## config.mk

```make
export PLATFORM = sky130hd
export DESIGN_NAME = bdr_register_bank
export DESIGN_NICKNAME = d
export VERILOG_FILES = /design/src/bdr_pwm_gen.v /design/src/bdr_duty_meter.v /design/src/bdr_register_bank.v
export VERILOG_INCLUDE_DIRS = /design/src
export SDC_FILE = /design/constraint.sdc
export NUM_CORES = 1
export LEC_CHECK = 0
export ABC_AREA = 1
export BUFFER_PORTS_ARGS = -buffer_cell sky130_fd_sc_hd__buf_4
export CORE_ASPECT_RATIO = 0.6
export CORE_UTILIZATION = 40
export CTS_CLUSTER_DIAMETER = 30
export CTS_CLUSTER_SIZE = 30
export DETAILED_ROUTE_END_ITERATION = 7
export GPL_TIMING_DRIVEN = 0
export PLACE_DENSITY = 0.68
export SETUP_SLACK_MARGIN = 0.15
export SYNTH_ARGS = -nofsm -noshare
export SYNTH_HDL_FRONTEND = slang
export SYNTH_HIERARCHICAL = 1
export SYNTH_SLANG_ARGS = --single-unit
```

## constraint.sdc

```tcl
create_clock -name i_clk_sys -period 17.05 [get_ports i_clk_sys]
set_input_delay 1.705 -clock i_clk_sys [delete_from_list [all_inputs] [get_ports i_clk_sys]]
set_output_delay 1.705 -clock i_clk_sys [all_outputs]
set_load 0.02 [all_outputs]
```

## src/bdr_defs.vh

```
// Purpose: shared constants of the backlight dimming register bank
// Assumes: byte-wide register port, 250 MHz system clock
// Notes: definitions only
`ifndef BDR_DEFS_VH
`define BDR_DEFS_VH

// register offsets
`define BDR_ADDR_PWM_LEVEL 8'h00
`define BDR_ADDR_DEV_CTRL 8'h01
`define BDR_ADDR_FLT_STAT 8'h02
`define BDR_ADDR_SI_ID 8'h03
`define BDR_ADDR_DC_LEVEL 8'h07
`define BDR_ADDR_DRV_CFG 8'h08

// reset values
`define BDR_RST_PWM_LEVEL 8'hff
`define BDR_RST_DEV_CTRL 8'h00
`define BDR_RST_DC_LEVEL 8'hff
`define BDR_RST_DRV_CFG 8'h1f

// device control fields
`define BDR_CTL_ON 0
`define BDR_CTL_SRC 1
`define BDR_CTL_INTERP 2

// fault / status fields
`define BDR_ST_FAULT 0
`define BDR_ST_THERM 1
`define BDR_ST_OVC 2
`define BDR_ST_BL 3
`define BDR_ST_ONE_SD 4
`define BDR_ST_TWO_SD 5

// identification fields
`define BDR_ID_PANEL 7
`define BDR_ID_MAKER_HI 6
`define BDR_ID_MAKER_LO 3
`define BDR_ID_REV_HI 2
`define BDR_ID_REV_LO 0

// configuration fields
`define BDR_CFG_FOLLOW 6
`define BDR_CFG_TO_DC 5
`define BDR_CFG_SLEW_HI 4
`define BDR_CFG_SLEW_LO 3
`define BDR_CFG_FSW 2
`define BDR_CFG_VSC_HI 1
`define BDR_CFG_VSC_LO 0

// duty steps: a period of 255 ticks, step 255 is full on
`define BDR_DUTY_FULL 8'hff
`define BDR_DUTY_LAST 8'hfe

// timing
`define BDR_CLK_PERIOD_NS 4
`define BDR_ON_TIME_NS 4000000
`define BDR_TICK_DIV 16

`endif

```

## src/bdr_pwm_gen.v

```verilog
// Purpose: duty-step waveform generator
// Assumes: one tick enable per duty step
// Notes: period is 255 ticks so step 255 gives 100 percent
`timescale 1ns/1ns
`default_nettype none
`include "bdr_defs.vh"
module bdr_pwm_gen (
  input wire i_clk_sys, // system clock
  input wire i_arst_n, // async reset, low
  input wire i_tick, // step enable
  input wire [7:0] i_duty, // duty step 0..255
  output reg o_pwm // duty waveform
);
  reg [7:0] step_cnt; // position in period

  // step counter wraps after the last step
  always @(posedge i_clk_sys or negedge i_arst_n) begin
    if (!i_arst_n) begin
      step_cnt <= 8'h00;
      o_pwm <= 1'b0;
    end else if (i_tick) begin
      if (step_cnt == `BDR_DUTY_LAST)
        step_cnt <= 8'h00;
      else
        step_cnt <= step_cnt + 8'h01;
      // step 0 never high, 255 always high
      o_pwm <= (step_cnt < i_duty);
    end
  end
endmodule
`default_nettype wire

```

## src/bdr_duty_meter.v

```verilog
// Purpose: measures duty of the external dimming input
// Assumes: input already synchronous to the clock
// Notes: result refreshes once per 255-tick window
`timescale 1ns/1ns
`default_nettype none
`include "bdr_defs.vh"
module bdr_duty_meter (
  input wire i_clk_sys, // system clock
  input wire i_arst_n, // async reset, low
  input wire i_tick, // sample enable
  input wire i_level, // sampled waveform
  output reg [7:0] o_duty // measured duty step
);
  reg [7:0] win_cnt; // ticks in window
  reg [7:0] high_cnt; // high samples in window

  // count high samples, latch at window end
  always @(posedge i_clk_sys or negedge i_arst_n) begin
    if (!i_arst_n) begin
      win_cnt <= 8'h00;
      high_cnt <= 8'h00;
      o_duty <= 8'h00;
    end else if (i_tick) begin
      if (win_cnt == `BDR_DUTY_LAST) begin
        win_cnt <= 8'h00;
        high_cnt <= 8'h00;
        o_duty <= high_cnt + {7'h00, i_level};
      end else begin
        win_cnt <= win_cnt + 8'h01;
        high_cnt <= high_cnt + {7'h00, i_level};
      end
    end
  end
endmodule
`default_nettype wire

```

## src/bdr_register_bank.v

```verilog
// Purpose: register bank of a six-channel backlight dimming driver
// Assumes: byte read/write strobes from an SMBus protocol engine
// Notes: channel enables and faults come from the channel block
`timescale 1ns/1ns
`default_nettype none
`include "bdr_defs.vh"
module bdr_register_bank #(
  parameter [3:0] P_MAKER_CODE = 4'hf, // arbitrary; 15 = none
  parameter [2:0] P_SI_REV = 3'h0, // first shipped revision
  parameter P_ON_CYC = `BDR_ON_TIME_NS / `BDR_CLK_PERIOD_NS,
  parameter P_ON_W = 20, // width of on-delay counter
  parameter P_TICK_DIV = `BDR_TICK_DIV, // clocks per duty tick
  parameter P_CH = 6 // number of channels
) (
  input wire i_clk_sys, // system clock
  input wire i_arst_n, // async reset, low
  input wire i_reg_wr, // byte write strobe
  input wire i_reg_rd, // byte read strobe
  input wire [7:0] i_reg_addr, // register offset
  input wire [7:0] i_reg_wdata, // write byte
  input wire i_external_dimming_input, // external PWM pin
  input wire i_thermal_trip, // thermal detector
  input wire i_input_overcurrent, // overcurrent detector
  input wire [P_CH-1:0] i_channel_enable, // channel enables
  input wire [P_CH-1:0] i_channel_fault, // channels faulted out
  output reg [7:0] o_reg_rdata, // read byte
  output reg o_reg_rvalid, // read data valid pulse
  output reg o_backlight_on, // backlight is on
  output reg o_led_drive, // current source gate
  output reg [7:0] o_current_level, // DC current step
  output reg [1:0] o_gate_drive_strength, // boost drive
  output reg o_switching_rate_select, // 0 1200k, 1 600k
  output reg [1:0] o_short_threshold, // short detect level
  output reg [P_CH-1:0] o_channel_status // channel readback
);

  // power sequence states
  localparam [2:0] ST_OFF = 3'b001; // backlight off
  localparam [2:0] ST_RAMP = 3'b010; // waiting to come on
  localparam [2:0] ST_ON = 3'b100; // backlight on

  // dimming source modes
  localparam [2:0] MD_COMB = 3'b001; // serial and PWM
  localparam [2:0] MD_EXT = 3'b010; // external input
  localparam [2:0] MD_SER = 3'b100; // serial only

  // register storage
  reg [7:0] duty_level_field; // PWM brightness
  reg [7:0] device_control; // full byte, reserved kept
  reg [7:0] current_level_field; // DC brightness
  reg [7:0] driver_configuration; // configuration byte
  reg summary_fault; // sticky fault bit
  reg thermal_trip_flag; // live thermal status
  reg input_overcurrent_flag; // live overcurrent status
  reg single_channel_shutdown_flag; // one or more down
  reg multi_channel_shutdown_flag; // two or more down

  // sequence and mode state
  reg [2:0] pwr_state; // power state
  reg [2:0] next_pwr_state; // next power state
  reg [2:0] dim_mode; // active dimming mode
  reg [P_ON_W-1:0] on_cnt; // on-delay counter
  reg [P_ON_W-1:0] next_on_cnt; // next on-delay count
  reg [7:0] tick_cnt; // tick divider
  reg tick; // one-cycle tick enable

  // decoded strobes
  wire wr_pwm = i_reg_wr && (i_reg_addr == `BDR_ADDR_PWM_LEVEL);
  wire wr_ctl = i_reg_wr && (i_reg_addr == `BDR_ADDR_DEV_CTRL);
  wire wr_st = i_reg_wr && (i_reg_addr == `BDR_ADDR_FLT_STAT);
  wire wr_dc = i_reg_wr && (i_reg_addr == `BDR_ADDR_DC_LEVEL);
  wire wr_cfg = i_reg_wr && (i_reg_addr == `BDR_ADDR_DRV_CFG);

  // control fields
  wire backlight_on_request = device_control[`BDR_CTL_ON];
  wire new_on = i_reg_wdata[`BDR_CTL_ON];
  wire [1:0] new_sel = {i_reg_wdata[`BDR_CTL_INTERP],
                        i_reg_wdata[`BDR_CTL_SRC]};
  wire input_follow_enable = driver_configuration[`BDR_CFG_FOLLOW];
  wire duty_to_current_enable = driver_configuration[`BDR_CFG_TO_DC];

  // count of faulted, enabled channels
  wire [P_CH-1:0] ch_down = i_channel_fault & i_channel_enable;
  reg [3:0] down_cnt; // faulted channel count
  integer k; // loop index

  // waveform and duty paths
  wire [7:0] ext_duty; // measured external duty
  wire [7:0] eff_duty; // duty for the generator
  wire gen_pwm; // generated waveform
  wire fault_cause; // any reportable fault

  // scales a by b/256; 255 on either input passes the other through exactly
  function [7:0] bdr_scale;
    input [7:0] a;
    input [7:0] b;
    reg [15:0] prod;
    begin
      prod = a * b;
      if (a == `BDR_DUTY_FULL)
        bdr_scale = b;
      else if (b == `BDR_DUTY_FULL)
        bdr_scale = a;
      else
        bdr_scale = prod[15:8];
    end
  endfunction

  // tick divider for duty stepping
  always @(posedge i_clk_sys or negedge i_arst_n) begin
    if (!i_arst_n) begin
      tick_cnt <= 8'h00;
      tick <= 1'b0;
    end else if (tick_cnt == P_TICK_DIV - 1) begin
      tick_cnt <= 8'h00;
      tick <= 1'b1;
    end else begin
      tick_cnt <= tick_cnt + 8'h01;
      tick <= 1'b0;
    end
  end

  // count faulted-out channels
  always @* begin
    down_cnt = 4'h0;
    for (k = 0; k < P_CH; k = k + 1)
      down_cnt = down_cnt + {3'h0, ch_down[k]};
  end

  // power sequence: off at once, on after the delay
  always @* begin
    next_pwr_state = pwr_state;
    next_on_cnt = on_cnt;
    case (pwr_state)
      ST_OFF: begin
        next_on_cnt = {P_ON_W{1'b0}};
        if (wr_ctl && new_on)
          next_pwr_state = ST_RAMP;
      end
      ST_RAMP: begin
        next_on_cnt = on_cnt + {{(P_ON_W-1){1'b0}}, 1'b1};
        if (wr_ctl && !new_on)
          next_pwr_state = ST_OFF;
        else if (on_cnt == P_ON_CYC - 1)
          next_pwr_state = ST_ON; // within the on time
      end
      ST_ON: begin
        if (wr_ctl && !new_on)
          next_pwr_state = ST_OFF;
      end
      default: begin
        next_pwr_state = ST_OFF;
        next_on_cnt = {P_ON_W{1'b0}};
      end
    endcase
  end

  // power state registers
  always @(posedge i_clk_sys or negedge i_arst_n) begin
    if (!i_arst_n) begin
      pwr_state <= ST_OFF;
      on_cnt <= {P_ON_W{1'b0}};
    end else begin
      pwr_state <= next_pwr_state;
      on_cnt <= next_on_cnt;
    end
  end

  // mode decode; 11 keeps the previous mode
  always @(posedge i_clk_sys or negedge i_arst_n) begin
    if (!i_arst_n) begin
      dim_mode <= MD_COMB;
    end else if (wr_ctl && new_on) begin
      case (new_sel)
        2'b00: dim_mode <= MD_COMB;
        2'b01: dim_mode <= MD_EXT;
        2'b10: dim_mode <= MD_SER;
        default: dim_mode <= dim_mode;
      endcase
    end
  end

  // writable registers
  always @(posedge i_clk_sys or negedge i_arst_n) begin
    if (!i_arst_n) begin
      duty_level_field <= `BDR_RST_PWM_LEVEL;
      device_control <= `BDR_RST_DEV_CTRL;
      current_level_field <= `BDR_RST_DC_LEVEL;
      driver_configuration <= `BDR_RST_DRV_CFG;
    end else begin
      // external mode ignores brightness writes
      if (wr_pwm && dim_mode != MD_EXT)
        duty_level_field <= i_reg_wdata;
      // whole byte latched, reserved bits too
      if (wr_ctl)
        device_control <= i_reg_wdata;
      // dc level alone, applies at once
      if (wr_dc)
        current_level_field <= i_reg_wdata;
      if (wr_cfg)
        driver_configuration <= i_reg_wdata;
    end
  end

  // only faults seen while fully on set the sticky summary
  assign fault_cause = (pwr_state == ST_ON) &&
    (i_thermal_trip || i_input_overcurrent ||
     (down_cnt != 4'h0));

  // live status flags and sticky summary
  always @(posedge i_clk_sys or negedge i_arst_n) begin
    if (!i_arst_n) begin
      summary_fault <= 1'b0;
      thermal_trip_flag <= 1'b0;
      input_overcurrent_flag <= 1'b0;
      single_channel_shutdown_flag <= 1'b0;
      multi_channel_shutdown_flag <= 1'b0;
    end else begin
      thermal_trip_flag <= i_thermal_trip;
      input_overcurrent_flag <= i_input_overcurrent;
      // at least one and at least two channels
      single_channel_shutdown_flag <= (down_cnt >= 4'h1);
      multi_channel_shutdown_flag <= (down_cnt >= 4'h2);
      // a new fault beats a clear in the same cycle
      if (fault_cause)
        summary_fault <= 1'b1;
      else if (wr_ctl && (new_on != backlight_on_request))
        summary_fault <= 1'b0; // toggle clears
      else if (wr_st && !i_reg_wdata[`BDR_ST_FAULT])
        summary_fault <= 1'b0; // other status bits ignored
    end
  end

  // duty source per mode
  assign eff_duty = (dim_mode == MD_EXT) ? ext_duty :
                    (dim_mode == MD_SER) ? duty_level_field :
                    bdr_scale(duty_level_field, ext_duty);

  // duty waveform from the selected level
  bdr_pwm_gen u_pwm_gen (
    .i_clk_sys(i_clk_sys),
    .i_arst_n(i_arst_n),
    .i_tick(tick),
    .i_duty(eff_duty),
    .o_pwm(gen_pwm)
  );

  // external input duty for mixing and scaling
  bdr_duty_meter u_duty_meter (
    .i_clk_sys(i_clk_sys),
    .i_arst_n(i_arst_n),
    .i_tick(tick),
    .i_level(i_external_dimming_input),
    .o_duty(ext_duty)
  );

  // drive outputs; off forces everything to zero
  always @(posedge i_clk_sys or negedge i_arst_n) begin
    if (!i_arst_n) begin
      o_backlight_on <= 1'b0;
      o_led_drive <= 1'b0;
      o_current_level <= 8'h00;
      o_channel_status <= {P_CH{1'b0}};
    end else if (next_pwr_state != ST_ON) begin
      o_backlight_on <= 1'b0;
      o_led_drive <= 1'b0;
      o_current_level <= 8'h00;
      o_channel_status <= {P_CH{1'b0}};
    end else begin
      o_backlight_on <= 1'b1;
      o_channel_status <= i_channel_enable & ~i_channel_fault;
      if (input_follow_enable) begin
        // current follows the input pin
        o_led_drive <= i_external_dimming_input;
        o_current_level <= current_level_field;
      end else if (duty_to_current_enable) begin
        // sources stay on, level scales with duty
        o_led_drive <= 1'b1;
        o_current_level <= bdr_scale(current_level_field, eff_duty);
      end else begin
        o_led_drive <= gen_pwm;
        o_current_level <= current_level_field;
      end
    end
  end

  // boost and short-detect settings go straight out
  always @(posedge i_clk_sys or negedge i_arst_n) begin
    if (!i_arst_n) begin
      o_gate_drive_strength <= 2'h0;
      o_switching_rate_select <= 1'b0;
      o_short_threshold <= 2'h0;
    end else begin
      // 00 25, 01 50, 10 75, 11 100 percent
      o_gate_drive_strength <=
        driver_configuration[`BDR_CFG_SLEW_HI:`BDR_CFG_SLEW_LO];
      // 0 selects 1200kHz, 1 selects 600kHz
      o_switching_rate_select <= driver_configuration[`BDR_CFG_FSW];
      // 0 off, 1 3.6V, 2 4.8V, 3 5.8V
      o_short_threshold <=
        driver_configuration[`BDR_CFG_VSC_HI:`BDR_CFG_VSC_LO];
    end
  end

  // read mux, one cycle after the strobe
  always @(posedge i_clk_sys or negedge i_arst_n) begin
    if (!i_arst_n) begin
      o_reg_rdata <= 8'h00;
      o_reg_rvalid <= 1'b0;
    end else begin
      o_reg_rvalid <= i_reg_rd;
      if (i_reg_rd) begin
        case (i_reg_addr)
          `BDR_ADDR_PWM_LEVEL:
            o_reg_rdata <= duty_level_field;
          `BDR_ADDR_DEV_CTRL:
            o_reg_rdata <= device_control;
          `BDR_ADDR_FLT_STAT:
            // reserved bits 7:6 read zero
            o_reg_rdata <= {2'b00,
              multi_channel_shutdown_flag,
              single_channel_shutdown_flag,
              (pwr_state == ST_ON),
              input_overcurrent_flag,
              thermal_trip_flag,
              summary_fault};
          `BDR_ADDR_SI_ID:
            // panel bit, maker, revision
            o_reg_rdata <= {1'b1, P_MAKER_CODE, P_SI_REV};
          `BDR_ADDR_DC_LEVEL:
            o_reg_rdata <= current_level_field;
          `BDR_ADDR_DRV_CFG:
            o_reg_rdata <= driver_configuration;
          default:
            o_reg_rdata <= 8'h00; // unmapped reads zero
        endcase
      end
    end
  end

endmodule
`default_nettype wire

```

After elaboration in Yosys (flattened, before gate mapping). Index checks and enable logic that the tools add are counted.

Register bits: 135. Input port bits: 35. Output and inout bits: 30. Logic and storage cells: 120.

$add $sub $neg: 10. Multiply operators: 2. $lt $le $gt $ge: 3. Equality and inequality tests: 23. Multiplexer cells: 30. Bitwise gates (word level): 3. Reduce and logical (&&, ||, !) cells: 21.

Operators with widths (count): 8-bit 2-to-1 mux (13); 8-bit equality test (second input constant) (6); 8-bit one-hot mux with 6 select lines (1); 20-bit one-hot mux with 2 select lines (1); 8-bit by 8-bit multiplier with 16-bit output (2); 8-bit by 1-bit adder with 8-bit output (second input constant) (3); 20-bit by 1-bit adder with 20-bit output (second input constant) (1); 20-bit equality test (second input constant) (1); 3-bit one-hot mux with 3 select lines (2); 8-bit by 2-bit equality test with 1-bit output (second input constant) (2); 8-bit by 4-bit equality test with 1-bit output (second input constant) (2); 6-bit AND (2); 3-bit 2-to-1 mux (4); 1-bit logical AND (11); 4-bit by 1-bit adder with 4-bit output (2); 8-bit by 1-bit adder with 8-bit output (1); 8-bit by 1-bit equality test with 1-bit output (second input constant) (1); 8-bit by 3-bit equality test with 1-bit output (second input constant) (1); 8-bit logical NOT (1); 8-bit < comparator (1); 1-bit 2-to-1 mux (8); 3-bit by 2-bit equality test with 1-bit output (second input constant) (2); 3-bit equality test (second input constant) (2); 6-bit 2-to-1 mux (1); 18 further kinds (21).

Logic depth before layout (Yosys ltp).
Depth in word-level cells: 11. Depth in mapped cells: 48. Mapped depth without buffers: 47.

Hierarchy. The synthesis kept the hierarchy.

Modules (own cells, without submodules): bdr_register_bank (instances 1, cells an instance 1270, area an instance 9611.7 um2); bdr_duty_meter (instances 1, cells an instance 160, area an instance 1238.7 um2); bdr_pwm_gen (instances 1, cells an instance 93, area an instance 671.9 um2).

Least setup slack after synthesis. Ideal clock, no wire load.

Kind: register -> register. From: register duty_level_field[1]. To: register o_current_level[6]. Library setup time: 119 ps. Arrival: 7915 ps. Data required time: 16931 ps. Setup slack: 9016 ps. Cell stages (with the launch flop): 38. Buffers on the path: 1. Path through: dfstp_2 > clkbuf_1 > nand2_1 > fa_1 > fa_1 > fa_1 > fa_1 > inv_1 > ha_1 > a21oi_1 > inv_1 > nor2_1 > nand2_1 > nand2_1 > nand2_1 > nand2_1 > nand3_1 > nand2_1 > [... 2 more ...] > nand2_1 > nand2_2 > inv_1 > nand2_1 > fa_1 > fa_1 > inv_1 > fa_1 > fa_1 > ha_1 > a21oi_1 > o21ai_0 > a221oi_1 > nand2_1 > nand2_1 > nand3_1 > a21oi_2 > nor2_1.

Word-level cells in the longest chain between the ends: 11.

RTL lines: from (decl) (line bdr_register_bank.v:48) `reg [7:0] duty_level_field;`; from (signal assigned) (line bdr_register_bank.v:186) `` duty_level_field <= `BDR_RST_PWM_LEVEL; ``; from (signal assigned) (line bdr_register_bank.v:193) `duty_level_field <= i_reg_wdata;`; 8-bit by 8-bit multiplier with 16-bit output (line bdr_register_bank.v:99) `prod = a * b;`; 8-bit 2-to-1 mux (line bdr_register_bank.v:102) `` else if (b == `BDR_DUTY_FULL) ``; 8-bit 2-to-1 mux * (line bdr_register_bank.v:100) `` if (a == `BDR_DUTY_FULL) ``; 8-bit 2-to-1 mux * (line bdr_register_bank.v:236) `(dim_mode == MD_SER) ? duty_level_field :`; 8-bit 2-to-1 mux * (line bdr_register_bank.v:235) `assign eff_duty = (dim_mode == MD_EXT) ? ext_duty :`; named net eff_duty[3] (line bdr_register_bank.v:89) `wire [7:0] eff_duty;`; 8-bit by 8-bit multiplier with 16-bit output or 8-bit equality test (tied branches); 8-bit 2-to-1 mux * (line bdr_register_bank.v:102); 8-bit 2-to-1 mux * (line bdr_register_bank.v:100); 8-bit 2-to-1 mux * (line bdr_register_bank.v:276) `end else if (duty_to_current_enable) begin`; 8-bit 2-to-1 mux * (line bdr_register_bank.v:272) `if (input_follow_enable) begin`; 8-bit 2-to-1 mux * (line bdr_register_bank.v:264) `end else if (next_pwr_state != ST_ON) begin`; to (signal assigned) (line bdr_register_bank.v:275) `o_current_level <= current_level_field;`; to (signal assigned) (line bdr_register_bank.v:279) `o_current_level <= bdr_scale(current_level_field, eff_duty);`; to (signal assigned) (line bdr_register_bank.v:282) `o_current_level <= current_level_field;`; to (decl) (line bdr_register_bank.v:30) `output reg [7:0] o_current_level,`.

Mark *: on every way through the listed nets, which the timed path passes. The rest lies on a longest branch. A chain may end at the register's enable or synchronous reset.

Final worst setup path.
From: register duty_level_field[1]. To: register o_current_level[1].

Same word-level chain as after synthesis.

==> results by group <==
Outcome
  • Outcome: finished, final reports clean

Finish
  • Layout Cell Area excl Fill: 0.0131 sq mm
  • Final cell utilization of the core: 46.9%
  • Antenna cell count: 0
  • Proportion of layout cells with a drive suffix above 1: 12.6%
  • Syn-to-layout area delta: 13.7%
  • Final Non-Filler Cells: 1987
  • Final layout net count: 1800
  • Number of fill cells in the layout: 2742

Timing
  • Setup WS post-layout: 7.75 ns
  • Slew at the pin closest to its max-slew limit: 0.922 ns
  • Final critical delay including setup and external delays: 9.30 ns
  • Sum Neg Setup Slack: 0 ns
  • Tcrit/Tclk final: 54.6%
  • RSZ-0062 raised after global routing: no
  • Max Transition Viols Final: 0
  • Skew final: 0.0107 ns
  • Worst hold margin: 0.430 ns
  • Endpoints failing setup: 0
  • Highest achievable clock rate: 0.108 GHz
  • Max-Slew Margin vs Limit: 38.0%
  • Final hold violation count: 0

Power and ir drop
  • Power Dens Cells: 69.6 mW/mm^2
  • Worst vdd ir: 63.5 uV
  • Total power draw: 0.912 mW
  • Leakage: 7.02 nW

Logic synthesis
  • Ys Warns: 6
  • Post-synthesis area per instance: 7.57 sq um
  • Yosys top cell by area: sky130_fd_sc_hd__dfrtp_1
  • Count of distinct cell types in the synthesized netlist: 57
  • Cell Area, Synth: 0.0115 sq mm
  • Post-Synthesis Cells: 1523
  • Commonest register cell after synthesis: sky130_fd_sc_hd__dfrtp_1
  • Share of async-settable or async-resettable flops after synthesis: 100%
  • Total nets after synthesis: 1716
  • Yosys top cell area share: 24.3%
  • Most area-consuming cells after synthesis: sky130_fd_sc_hd__dfrtp_1 (24%), sky130_fd_sc_hd__fa_1 (13%), sky130_fd_sc_hd__nand2_1 (12%)
  • Count of flip-flops with a built-in enable after synthesis: 0
  • Share of synthesized area occupied by flip-flops and latches: 29.6%
  • Flip-flop and latch count after synthesis: 135

Worst setup path
  • Cell depth of the worst flop-to-flop path: 36
  • Worst setup SP type: register
  • Category of the worst setup path capture point: register
  • Maximum fanout encountered on the critical timing path: 10
  • Cell type with the highest occurrence count on the critical path: sky130_fd_sc_hd__fa_1
  • Worst path required time: 17.33 ns
  • Worst-path cell with the longest stage delay: sky130_fd_sc_hd__dfstp_2
  • Setup slack of the worst register-to-register path: 7.75 ns
  • Signal arrival time at the worst endpoint: 9.58 ns
  • Longest individual stage delay on the worst path: 0.56 ns
  • Classification of the worst setup path: register to register

Routing
  • Via density: 5.11
  • WL final: 31200 microns
  • Post-route DRC: 0
  • Routed vias: 10200
  • First DRT Iteration DRCs: 1099
  • Routed Antenna Nets: 0
  • Per-cell routed wire length: 15.7 microns
  • Pre-Repair DR Iteration Count: 5

Clock network
  • Max clock buf depth: 2
  • Hold-fix buffers at CTS: 0
  • Master cell of the clock root buffer: sky130_fd_sc_hd__clkbuf_16
  • Total number of H-tree levels: 4
  • Number of buffers inserted by post-CTS setup repair: 0
  • Clock buffer count from CTS: 17
  • Clock latency at the later pin of the worst-skew pair: 0.44 ns
  • Post-cts resize count: 0
  • Clock transition at the registers of the reported paths: 0.06 ns
  • TritonCTS clock tree: yes
  • Count of clock tree sinks: 135

Die
  • Initial cell density of the core: 41.2%
  • Count of pins on the block boundary: 65
  • Number of placement rows: 47
  • Die Y-Extent: 133 microns
  • Die X: 221 microns
  • Placeable core area: 0.0279 sq mm
  • Area of the die: 0.0295 sq mm

Placement
  • Number of buffers inserted by port buffering: 64
  • Half-perimeter wire length after placement: 24800 microns
  • Post-DP Area: 0.0125 sq mm
  • Cell total after placement: 1955
  • Setup Slack @ Placement: 7.88 ns
  • Global placer's final weighted congestion: 0.950

Run
  • Number of max-cap violations: 0

Hold path
  • Hold depth: 0
  • Class of the most critical hold timing path: register to register

Global routing
  • Total global-route track usage: 22.1%
  • Global-route wire length before repair: 50700 microns
  • Antenna violations before repair: 0
  • Number of global-route vias before repair: 9537
  • Pin count of the biggest net entering global routing: 90
  • Global route overflow: 0
## cells in the mapped netlist, types with 6 or more instances
cell                         n
sky130_fd_sc_hd__o21ai_1     6
sky130_fd_sc_hd__fa_1       73
sky130_fd_sc_hd__nand2_2    13
sky130_fd_sc_hd__nand3_1    65
sky130_fd_sc_hd__o21ai_0    83
sky130_fd_sc_hd__nand4_1     9
sky130_fd_sc_hd__inv_1     295
sky130_fd_sc_hd__o22ai_1     7
sky130_fd_sc_hd__nor4_1      8
sky130_fd_sc_hd__nand2_1   381
sky130_fd_sc_hd__inv_2      13
sky130_fd_sc_hd__nor3_1     17
sky130_fd_sc_hd__buf_4       7
sky130_fd_sc_hd__dfstp_2    23
sky130_fd_sc_hd__buf_2       6
sky130_fd_sc_hd__clkbuf_1   17
sky130_fd_sc_hd__ha_1       85
sky130_fd_sc_hd__or2_2       6
sky130_fd_sc_hd__xor2_1      7
sky130_fd_sc_hd__o32ai_1     8
sky130_fd_sc_hd__nor2_1    140
sky130_fd_sc_hd__dfrtp_1   112
sky130_fd_sc_hd__a21oi_1    61
## critical path: cells and delay by family (launching register included)
family	cells	cell delay, ns
AOI/OAI and AO/OA	5	1.01
buffers and inverters	6	0.82
adders and majority gates	10	4.85
DFF	1	0.56
and+or+nand+nor	15	1.89
## where the power goes
group          switching [mW]  internal [mW]  total (mW)
logic                   0.124         0.0614       0.186
clock network           0.152          0.225       0.377
registers              0.0116          0.338       0.350
## layer usage
layer / track usage, % / part of all wire (%) / vias up
li1: - / - / 4934
met1: 34.3 / 51 / 4756
met2: 28.7 / 37 / 418
met3: 7.12 / 11 / 44
met4: 5.44 / 1.5 / 0
met5: 0 / 0 / -
## sequential cells by signal (all words and copies together) (netlist names), 2 cells and up
signal	flops
o_current_level	8
device_control	8
u_duty_meter/o_duty	8
u_duty_meter/win_cnt	8
tick_cnt	8
pwr_state	3
u_duty_meter/high_cnt	8
o_short_threshold	2
o_channel_status	6
duty_level_field	8
u_pwm_gen/step_cnt	8
driver_configuration	8
current_level_field	8
o_reg_rdata	8
o_gate_drive_strength	2
dim_mode	3
on_cnt	20
## layout by cell type (no fill, tap or decap), drive strengths merged, types with 3 or more instances in the layout
master and count:
nand2 395, inv 313, nor2 151, dfrtp 112
o21ai 92, ha 85, buf 80, fa 73
nand3 68, a21oi 68, clkbuf 37, dfstp 23
nor3 19, nor4 14, nand4 9, o32ai 8
xor2 7, o22ai 7, or2 6, clkinv 6
xnor2 5, a31oi 5, o21bai 4, a221oi 4
nand3b 3, a22oi 3
## kinds of logic (layout without fill, tap and decap cells)
group / after synthesis / after routing / share of synthesized area (%)
flip-flops: 135 / 135 / 29.6
XOR/XNOR: 12 / 12 / 0.912
AO/OA/AOI/OAI: 204 / 204 / 10.5
buffers and inverters: 343 / 440 / 11.6
AND/OR/NAND/NOR: 669 / 669 / 25.3
multiplexers: 2 / 2 / 0.195
adder cells (fa/ha/maj): 158 / 158 / 21.9
## path summary, 6_finish.rpt
check	from	endpoint
worst max-delay path	duty_level_field[1]	o_current_level[1]
worst min-delay path	driver_configuration[1]	o_short_threshold[1]
worst max register to register	duty_level_field[1]	o_current_level[1]
worst min register to register	driver_configuration[1]	o_short_threshold[1]
max in group asynchronous	i_arst_n	driver_configuration[2]
min in group asynchronous	i_arst_n	tick_cnt[5]
## layout make-up
cell class	count	area [sq um]	area share (%)
Multi-Input combinational cell	1045	6790	51.8
Sequential cell	135	3410	26.0
Inverter	311	1170	8.93
Timing Repair Buffer	65	512	3.91
Tap cell	367	459	3.50
Clock buffer	20	457	3.49
Buffer	32	169	1.29
Clock inverter	12	140	1.07
Note: power is estimated with default switching activity, not from simulation.
